`src/rtl/wake_evt_pkg.sv`:
```
// constants of the wake-source and event-flag block
// assumes one system clock and a byte-wide register port
package wake_evt_pkg;

   // register port widths
   localparam int ADDR_W = 16;
   localparam int DATA_W = 8;
   localparam int WAKE_SRC_N = 5;

   // register offsets
   localparam logic [15:0] OFS_EVENT_LOW = 16'h2700;
   localparam logic [15:0] OFS_EVENT_HIGH = 16'h2701;
   localparam logic [15:0] OFS_MASK_LOW = 16'h2710;
   localparam logic [15:0] OFS_MASK_HIGH = 16'h2711;
   localparam logic [15:0] OFS_WAKE_EN = 16'h28B3;
   localparam logic [15:0] OFS_PIN_INPUT = 16'h28B4;
   localparam logic [15:0] OFS_WAKE_CAUSE = 16'h28B5;
   localparam logic [15:0] OFS_MASK_WAKE = 16'h28B6;

   // first event register fields
   localparam int BIT_TRANSFER = 0;
   localparam int BIT_RTC_SEC = 1;
   localparam int BIT_RTC_MIN = 2;
   localparam int BIT_RTC_TEMP = 3;
   localparam int BIT_PULSE_X = 5;
   localparam int BIT_PULSE_Y = 6;
   localparam int BIT_EEPROM = 7;

   // second event register fields
   localparam int BIT_PULSE_V = 5;
   localparam int BIT_PULSE_W = 6;
   localparam int BIT_SPI = 7;

   // wake enable, wake cause and pin-input fields
   localparam int BIT_WAKE_PIN55 = 0;
   localparam int BIT_WAKE_PIN52 = 1;
   localparam int BIT_WAKE_PIN4 = 2;
   localparam int BIT_WAKE_BUTTON = 3;
   localparam int BIT_WAKE_SERIAL_RX = 4;

   // implemented bits, others read zero
   localparam logic [7:0] IMPL_EVENT_LOW = 8'hEF;
   localparam logic [7:0] IMPL_EVENT_HIGH = 8'hE0;
   localparam logic [7:0] IMPL_WAKE = 8'h1F;
   localparam logic [7:0] IMPL_PIN_INPUT = 8'h07;

   // reset values
   localparam logic [7:0] RST_EVENT = 8'h00;
   localparam logic [7:0] RST_MASK = 8'h00;
   localparam logic [7:0] RST_WAKE_EN = 8'h00;
   localparam logic [7:0] RST_PIN_INPUT = 8'h00;
   localparam logic [7:0] RST_WAKE_CAUSE = 8'h00;

   typedef enum logic {PWR_RUN, PWR_SLEEP} power_state_t;

endpackage : wake_evt_pkg

```
`src/rtl/wake_sync_if.sv`:
```
// bundle between the pin synchroniser and the wake logic
// assumes both ends share ref_clk
`timescale 1ns/1ps
interface wake_sync_if #(parameter int N = 5);
   logic [N-1:0] raw;
   logic [N-1:0] level;
   logic [N-1:0] rise;
   modport sync_side (input raw, output level, output rise);
   modport user_side (output raw, input level, input rise);
endinterface : wake_sync_if

```
`src/rtl/pin_edge_sync.sv`:
```
// three-stage pin synchroniser with agreement filter and rise detect
// assumes raw pins are asynchronous to ref_clk
`timescale 1ns/1ps
module pin_edge_sync #(
   parameter int N = 5
) (
   input wire logic ref_clk,
   input wire logic rst_b,
   wake_sync_if.sync_side pins
);
   logic [N-1:0] s1_q;
   logic [N-1:0] s2_q;
   logic [N-1:0] s3_q;
   logic [N-1:0] level_q;
   logic [N-1:0] level_d;
   logic [N-1:0] rise_q;

   always_ff @(posedge ref_clk or negedge rst_b) begin
      if (!rst_b) begin
         s1_q <= '0;
         s2_q <= '0;
         s3_q <= '0;
      end else begin
         s1_q <= pins.raw;
         s2_q <= s1_q;
         s3_q <= s2_q;
      end
   end

   // level moves only when stages two and three agree
   always_comb begin
      level_d = (s2_q & s3_q) | (level_q & (s2_q ^ s3_q));
   end

   always_ff @(posedge ref_clk or negedge rst_b) begin
      if (!rst_b) begin
         level_q <= '0;
         rise_q <= '0;
      end else begin
         level_q <= level_d;
         rise_q <= level_d & ~level_q;
      end
   end

   assign pins.level = level_q;
   assign pins.rise = rise_q;

endmodule : pin_edge_sync

```
`src/rtl/wake_event_ctrl.sv`:
```
// wake-source selection, event flags and interrupt output
// assumes event inputs are one-cycle pulses on ref_clk and
// wake pins are asynchronous
//
// Implementation choice: the plain strobed port.
`timescale 1ns/1ps

module wake_event_ctrl
   import wake_evt_pkg::*;
(
   input wire logic ref_clk,
   input wire logic rst_b,
   input wire logic [wake_evt_pkg::ADDR_W-1:0] reg_addr,
   input wire logic [wake_evt_pkg::DATA_W-1:0] reg_wdata,
   input wire logic reg_wr,
   input wire logic reg_rd,
   output logic [wake_evt_pkg::DATA_W-1:0] reg_rdata,
   input wire logic push_button_in,
   input wire logic serial_rx_in,
   input wire logic shared_pin_4,
   input wire logic shared_pin_52,
   input wire logic shared_pin_55,
   input wire logic transfer_busy_event,
   input wire logic rtc_second_tick,
   input wire logic rtc_minute_tick,
   input wire logic rtc_temperature_event,
   input wire logic spi_event,
   input wire logic eeprom_event,
   input wire logic pulse_x_event,
   input wire logic pulse_y_event,
   input wire logic pulse_v_event,
   input wire logic pulse_w_event,
   input wire logic sleep_req,
   output logic low_power,
   output logic wake_req,
   output logic irq
);
   import wake_evt_pkg::*;

   ////////////////////////////////////////////////////////////////////
   // register state

   logic [7:0] event_flags_low_q;
   logic [7:0] event_flags_low_d;
   logic [7:0] event_flags_high_q;
   logic [7:0] event_flags_high_d;
   logic [7:0] mask_low_q;
   logic [7:0] mask_high_q;
   logic [7:0] wake_source_enables_q;
   logic [7:0] pin_input_q;
   logic [7:0] wake_cause_q;
   logic [7:0] wake_cause_d;
   logic [7:0] mask_wake_q;
   logic [7:0] rdata_q;
   logic [7:0] rdata_d;
   logic wake_req_q;
   logic irq_q;
   power_state_t pwr_q;
   power_state_t pwr_d;

   logic [7:0] set_low;
   logic [7:0] set_high;
   logic [WAKE_SRC_N-1:0] src_qual;
   logic [WAKE_SRC_N-1:0] src_hit;
   logic any_wake;

   ////////////////////////////////////////////////////////////////////
   // address decode helpers

   function automatic logic wr_hit(input logic [15:0] ofs);
      wr_hit = reg_wr && (reg_addr == ofs);
   endfunction : wr_hit

   function automatic logic [7:0] field_wr(input logic [15:0] ofs,
                                           input logic [7:0] impl);
      field_wr = wr_hit(ofs) ? (reg_wdata & impl) : 8'h00;
   endfunction : field_wr

   // mask value after this edge, so irq follows a mask write at once
   function automatic logic [7:0] mask_nxt(input logic [15:0] ofs,
                                           input logic [7:0] cur,
                                           input logic [7:0] impl);
      mask_nxt = wr_hit(ofs) ? (reg_wdata & impl) : cur;
   endfunction : mask_nxt

   ////////////////////////////////////////////////////////////////////
   // wake pin synchroniser

   wake_sync_if #(.N(WAKE_SRC_N)) pins_if ();

   assign pins_if.raw[BIT_WAKE_BUTTON] = push_button_in;
   assign pins_if.raw[BIT_WAKE_SERIAL_RX] = serial_rx_in;
   assign pins_if.raw[BIT_WAKE_PIN4] = shared_pin_4;
   assign pins_if.raw[BIT_WAKE_PIN52] = shared_pin_52;
   assign pins_if.raw[BIT_WAKE_PIN55] = shared_pin_55;

   pin_edge_sync #(.N(WAKE_SRC_N)) u_sync (
      .ref_clk(ref_clk),
      .rst_b(rst_b),
      .pins(pins_if.sync_side)
   );

   ////////////////////////////////////////////////////////////////////
   // wake source qualification

   always_comb begin
      src_qual[BIT_WAKE_BUTTON] = 1'b1;
      src_qual[BIT_WAKE_SERIAL_RX] = 1'b1;
      src_qual[BIT_WAKE_PIN4] = pin_input_q[BIT_WAKE_PIN4];
      src_qual[BIT_WAKE_PIN52] = pin_input_q[BIT_WAKE_PIN52];
      src_qual[BIT_WAKE_PIN55] = pin_input_q[BIT_WAKE_PIN55];
   end

   assign src_hit = pins_if.rise
                  & wake_source_enables_q[WAKE_SRC_N-1:0]
                  & src_qual;

   assign any_wake = |src_hit;

   always_ff @(posedge ref_clk or negedge rst_b) begin
      if (!rst_b) begin
         wake_req_q <= 1'b0;
      end else begin
         wake_req_q <= any_wake;
      end
   end

   ////////////////////////////////////////////////////////////////////
   // power state

   always_comb begin
      pwr_d = pwr_q;
      case (pwr_q)
         PWR_RUN: begin
            if (sleep_req && !any_wake) begin
               pwr_d = PWR_SLEEP;
            end
         end
         PWR_SLEEP: begin
            if (any_wake) begin
               pwr_d = PWR_RUN;
            end
         end
         default: begin
            pwr_d = PWR_RUN;
         end
      endcase
   end

   always_ff @(posedge ref_clk or negedge rst_b) begin
      if (!rst_b) begin
         pwr_q <= PWR_RUN;
      end else begin
         pwr_q <= pwr_d;
      end
   end

   ////////////////////////////////////////////////////////////////////
   // event flags

   always_comb begin
      set_low = 8'h00;
      set_high = 8'h00;
      set_low[BIT_TRANSFER] = transfer_busy_event;
      set_low[BIT_RTC_SEC] = rtc_second_tick;
      set_low[BIT_RTC_MIN] = rtc_minute_tick;
      set_low[BIT_RTC_TEMP] = rtc_temperature_event;
      set_low[BIT_PULSE_X] = pulse_x_event;
      set_low[BIT_PULSE_Y] = pulse_y_event;
      set_low[BIT_EEPROM] = eeprom_event;
      set_high[BIT_PULSE_V] = pulse_v_event;
      set_high[BIT_PULSE_W] = pulse_w_event;
      set_high[BIT_SPI] = spi_event;
   end

   // written ones only keep; zeros clear
   always_comb begin
      event_flags_low_d = event_flags_low_q;
      if (wr_hit(OFS_EVENT_LOW)) begin
         event_flags_low_d = event_flags_low_q & reg_wdata;
      end
      // set wins over a same-cycle clear
      event_flags_low_d = (event_flags_low_d | set_low) & IMPL_EVENT_LOW;
   end

   always_comb begin
      event_flags_high_d = event_flags_high_q;
      if (wr_hit(OFS_EVENT_HIGH)) begin
         event_flags_high_d = event_flags_high_q & reg_wdata;
      end
      event_flags_high_d = (event_flags_high_d | set_high)
                         & IMPL_EVENT_HIGH;
   end

   always_ff @(posedge ref_clk or negedge rst_b) begin
      if (!rst_b) begin
         event_flags_low_q <= RST_EVENT;
         event_flags_high_q <= RST_EVENT;
      end else begin
         event_flags_low_q <= event_flags_low_d;
         event_flags_high_q <= event_flags_high_d;
      end
   end

   ////////////////////////////////////////////////////////////////////
   // wake cause, cleared by writing one

   always_comb begin
      wake_cause_d = wake_cause_q & ~field_wr(OFS_WAKE_CAUSE, IMPL_WAKE);
      wake_cause_d[WAKE_SRC_N-1:0] = wake_cause_d[WAKE_SRC_N-1:0]
                                   | src_hit;
   end

   always_ff @(posedge ref_clk or negedge rst_b) begin
      if (!rst_b) begin
         wake_cause_q <= RST_WAKE_CAUSE;
      end else begin
         wake_cause_q <= wake_cause_d;
      end
   end

   ////////////////////////////////////////////////////////////////////
   // configuration registers

   always_ff @(posedge ref_clk or negedge rst_b) begin
      if (!rst_b) begin
         wake_source_enables_q <= RST_WAKE_EN;
      end else if (wr_hit(OFS_WAKE_EN)) begin
         wake_source_enables_q <= reg_wdata & IMPL_WAKE;
      end
   end

   always_ff @(posedge ref_clk or negedge rst_b) begin
      if (!rst_b) begin
         pin_input_q <= RST_PIN_INPUT;
      end else if (wr_hit(OFS_PIN_INPUT)) begin
         pin_input_q <= reg_wdata & IMPL_PIN_INPUT;
      end
   end

   always_ff @(posedge ref_clk or negedge rst_b) begin
      if (!rst_b) begin
         mask_low_q <= RST_MASK;
         mask_high_q <= RST_MASK;
         mask_wake_q <= RST_MASK;
      end else begin
         if (wr_hit(OFS_MASK_LOW)) begin
            mask_low_q <= reg_wdata & IMPL_EVENT_LOW;
         end
         if (wr_hit(OFS_MASK_HIGH)) begin
            mask_high_q <= reg_wdata & IMPL_EVENT_HIGH;
         end
         if (wr_hit(OFS_MASK_WAKE)) begin
            mask_wake_q <= reg_wdata & IMPL_WAKE;
         end
      end
   end

   ////////////////////////////////////////////////////////////////////
   // interrupt output

   always_ff @(posedge ref_clk or negedge rst_b) begin
      if (!rst_b) begin
         irq_q <= 1'b0;
      end else begin
         irq_q <= |(event_flags_low_d
                    & mask_nxt(OFS_MASK_LOW, mask_low_q, IMPL_EVENT_LOW))
                | |(event_flags_high_d
                    & mask_nxt(OFS_MASK_HIGH, mask_high_q, IMPL_EVENT_HIGH))
                | |(wake_cause_d
                    & mask_nxt(OFS_MASK_WAKE, mask_wake_q, IMPL_WAKE));
      end
   end

   ////////////////////////////////////////////////////////////////////
   // read port, data valid only in the cycle after the strobe

   always_comb begin
      rdata_d = 8'h00;
      if (reg_rd) begin
         case (reg_addr)
            OFS_EVENT_LOW: rdata_d = event_flags_low_q;
            OFS_EVENT_HIGH: rdata_d = event_flags_high_q;
            OFS_MASK_LOW: rdata_d = mask_low_q;
            OFS_MASK_HIGH: rdata_d = mask_high_q;
            OFS_WAKE_EN: rdata_d = wake_source_enables_q;
            OFS_PIN_INPUT: rdata_d = pin_input_q;
            OFS_WAKE_CAUSE: rdata_d = wake_cause_q;
            OFS_MASK_WAKE: rdata_d = mask_wake_q;
            default: rdata_d = 8'h00;
         endcase
      end
   end

   always_ff @(posedge ref_clk or negedge rst_b) begin
      if (!rst_b) begin
         rdata_q <= 8'h00;
      end else begin
         rdata_q <= rdata_d;
      end
   end

   assign reg_rdata = rdata_q;
   assign wake_req = wake_req_q;
   assign irq = irq_q;
   assign low_power = (pwr_q == PWR_SLEEP);

endmodule : wake_event_ctrl

```
`config.mk`:
```
export PLATFORM = sky130hd
export DESIGN_NAME = wake_event_ctrl
export DESIGN_NICKNAME = d
export VERILOG_FILES = /design/src/rtl/wake_evt_pkg.sv /design/src/rtl/wake_sync_if.sv /design/src/rtl/pin_edge_sync.sv /design/src/rtl/wake_event_ctrl.sv
export SDC_FILE = /design/constraint.sdc
export NUM_CORES = 1
export LEC_CHECK = 0
export ABC_CLOCK_PERIOD_IN_PS = 4420
export BUFFER_PORTS_ARGS = -buffer_cell sky130_fd_sc_hd__buf_2
export CAP_MARGIN = 20
export CORE_AREA = 2 2 70 89
export DETAILED_ROUTE_END_ITERATION = 10
export DIE_AREA = 0 0 72 91
export PLACE_DENSITY_LB_ADDON = 0.05
export SYNTH_ARGS = -nofsm -noshare
export SYNTH_HDL_FRONTEND = slang
export SYNTH_SLANG_ARGS = --single-unit
```
`constraint.sdc`:
```
create_clock -name ref_clk -period 4.42 [get_ports ref_clk]
set_input_delay 0 -clock ref_clk [delete_from_list [all_inputs] [get_ports ref_clk]]
set_output_delay 0 -clock ref_clk [all_outputs]
set_load 0.01 [all_outputs]
```
==> flow_metrics.env <==
export IMPL_status="completed"
export IMPL_crit_chain="buf_2, or4_4, nor2_2, nand4_1, or2_1, o21ai_0, nand2_1, dlygate4sd3_1"
export IMPL_synth_edf_count=0
export IMPL_p_leak_uw=0.001920
export IMPL_dr_wl_met2_um=3813
export IMPL_synth_cells=291
export IMPL_place_hpwl_um=5530
export IMPL_hp_class="in -> reg"
export IMPL_period_minus_slack_ns=2.189
export IMPL_vias=2701
export IMPL_r2r_start="event_flags_low_q[6]"
export IMPL_cts_tree="built"
export IMPL_cp_required_ns=4.65
export IMPL_drt_first_pass_iters=4
export IMPL_yosys_area_top_type="dfrtp_1"
export IMPL_cp_slowest_cell="or4_4"
export IMPL_start_util_pct=58.33
export IMPL_io_pins=55
export IMPL_path_max_fanout=15
export IMPL_io_buffers=54
export IMPL_drive_above_1_share_pct=25.98
export IMPL_ys_top_cells_by_count="74 x dfrtp_1, 23 x a21oi_1, 20 x mux2_2, 20 x o21ai_0, 19 x nor2_1"
export IMPL_drc_errors=0
export IMPL_cts_setup_buffers=0
export IMPL_dr_wl_met3_um=543
export IMPL_ys_types=49
export IMPL_slew_violations=0
export IMPL_rows=31
export IMPL_max_slew_margin_pct=39.26
export IMPL_grtUsageTotal_pct=26.72
export IMPL_cts_buffer_depth=2
export IMPL_grt_pass1_vias=2730
export IMPL_antenna_left=0
export IMPL_nNetsFinal=425
export IMPL_wl_met1_um=3416
export IMPL_timing_fmax_mhz=456.8
export IMPL_via_per_inst=6.043
export IMPL_ys_ff_latch=74
export IMPL_drv_cap=0
export IMPL_antenna_cells=0
export IMPL_setup_viol=0
export IMPL_antenna_found_initial=0
export IMPL_crit_path_start_kind="input port"
export IMPL_fp_dieW_um=72
export IMPL_synthTopCellsByArea="dfrtp_1 56%, mux2_2 6.8%, a21oi_1 3.5%"
export IMPL_rsz0062_at_grt="false"
export IMPL_ir_worst_vdd_v=0.0002519
export IMPL_drt_iter0_markers=180
export IMPL_cts_sinks=74
export IMPL_clock_latency_ns=0.35
export IMPL_grt_pass1_wl_um=13190
export IMPL_synthFlopType="dfrtp_1"
export IMPL_cts_htree_levels=3
export IMPL_finalHoldViolations=0
export IMPL_setup_tns_ns=0
export IMPL_fp_dieH_um=91
export IMPL_power_density_mw_per_mm2=342.7
export IMPL_min_from="reg_wdata[1]"
export IMPL_core_sq_mm=0.005702
export IMPL_synth_nets=340
export IMPL_totalWireLength_um=8060
export IMPL_worst_pin_slew_ns=0.9112
export IMPL_fin_cells=447
export IMPL_holdPathStages=2
export IMPL_whs_endpoint="wake_source_enables_q[1]"
export IMPL_dp_cells=407
export IMPL_fin_crit_sh_pct=49.53
export IMPL_wl_per_cell_um=18.03
export IMPL_r2r_slack_ns=2.68
export IMPL_worst_r2r_endpoint="irq"
export IMPL_syn_avg_cell_area_sq_um=11.43
export IMPL_worstRegToRegCells=5
export IMPL_critical_path_class="in -> reg"
export IMPL_grt_start_max_net_pins=75
export IMPL_cp_arrival_ns=2.42
export IMPL_overflow=0
export IMPL_clk_pin_slew_ns=0.07
export IMPL_dieArea_sq_mm=0.006552
export IMPL_final_util_pct=72.77
export IMPL_async_flop_share_pct=100.0
export IMPL_crit_path_end_kind="flop"
export IMPL_slowest_delay_ns=0.57
export IMPL_synth_warnings=0
export IMPL_highest_layer="met4"
export IMPL_seq_area_frac_synth_pct=55.68
export IMPL_area_delta_synth_final_pct=24.76
export IMPL_synth_top_area_share_pct=55.68
export IMPL_root_buffer="clkbuf_8"
export IMPL_synth_most_common_cell="dfrtp_1"
export IMPL_fin_skew_ns=0.006736
export IMPL_cts_buffers=9
export IMPL_routabilityCongestion=0.8854
export IMPL_synth_area_sq_mm=0.003326
[power by group]
group / switching (uW) / internal [uW]
Sequential: 7.47 / 691
Combinational: 53.3 / 43.0
Clock: 250 / 377
[how the worst max path moves through the flow]
stage | from | endpoint | slack (ns) | cells after the start
after CTS | reg_addr[1] | irq | 2.31 | 8
after global placement | reg_addr[1] | irq | 1.99 | 8
after floorplan | reg_addr[1] | irq | 2.29 | 7
final | reg_addr[1] | event_flags_low_q[6] | 2.23 | 8
after detailed placement | reg_addr[1] | irq | 1.93 | 8
after global routing | reg_addr[1] | event_flags_low_q[6] | 2.12 | 8
[through the flow]
stage / power [uW] / area [sq um] / setup slack (ns) / hold WS (ns)
3_3_place_gp: 792.4 / 3659 / 1.991 / 0.1086
4_1_cts: 1438 / 4149 / 2.307 / 0.002516
3_5_place_dp: 794.2 / 3666 / 1.934 / 0.1094
6_report: 1422 / 4149 / 2.231 / 0.01279
5_1_grt: 1473 / 4149 / 2.117 / 0.01557
2_1_floorplan: 740.8 / 3326 / 2.294 / -0.2956
[routing by layer]
layer	vias to the layer above	track usage, %
li1	1256	-
met5	-	0
met4	0	16.19
met2	120	40.35
met3	25	6.326
met1	1300	34.67
[layout by cell type (no fill, tap or decap), types with 2 or more instances in the layout]
cell type,Yosys,final
nand2b_1,6,6
nor3_1,4,4
nor2_1,19,19
clkinv_4,0,2
o31ai_1,2,2
buf_4,1,2
a22oi_1,9,9
bufinv_16,0,3
and3_1,5,5
nor4bb_1,2,2
or4_4,2,2
o21ai_0,20,20
dlygate4sd3_1,0,24
nand2_1,15,15
a31oi_1,5,5
nor2b_1,9,9
nand3_1,4,4
clkbuf_8,0,9
inv_1,5,5
o22a_1,3,3
a21o_1,7,7
a21oi_1,23,23
mux2i_1,9,9
o22ai_1,3,3
mux2_2,20,20
nor4_1,2,2
ha_1,5,5
nor2_2,2,2
nand4b_1,3,3
mux2_1,3,3
nand4_1,6,6
dfrtp_1,74,74
buf_2,1,54
[registers in the layout, summed over array words and instances (netlist names)]
signal                 cells
irq                        1
u_sync.s3_q                5
mask_high_q                3
u_sync.pins.rise           5
event_flags_high_q         3
wake_req                   1
event_flags_low_q          7
low_power                  1
u_sync.s2_q                5
wake_cause_q               5
wake_source_enables_q      5
mask_wake_q                5
u_sync.s1_q                5
reg_rdata                  8
mask_low_q                 7
u_sync.pins.level          5
pin_input_q                3
[area by class of cell]
type                       count  area [sq um]
sequential                    74          1852
tap                           66         82.58
clock inverter                 6         115.1
fill                         418          1553
timing repair buffer          80         525.5
inverter                       5         18.77
multi-input combinational    206          1428
clock buffer                  10         127.6
[critical path: cells and delay by family]
kind,cells,cell delay (ns)
compound gates,1,0.22
buf+inv,2,0.74
simple gates,5,1.46
[kinds of logic (layout without fill, tap and decap cells)]
family,Yosys count,in the layout,synth area share (%)
AOI/OAI and AO/OA,78,78,14.30
buffers and inverters,11,101,1.392
muxes,32,32,10.50
and+or+nand+nor,91,91,16.25
adders and majority gates,5,5,1.881
DFF,74,74,55.68
[timing repair]
item / in CTS / in global routing
hold endpoints to repair: 99 / 0
resized for setup: 0 / 0
hold buffers: 24 / 0
No activity file was read; power rests on OpenSTA's default activity.
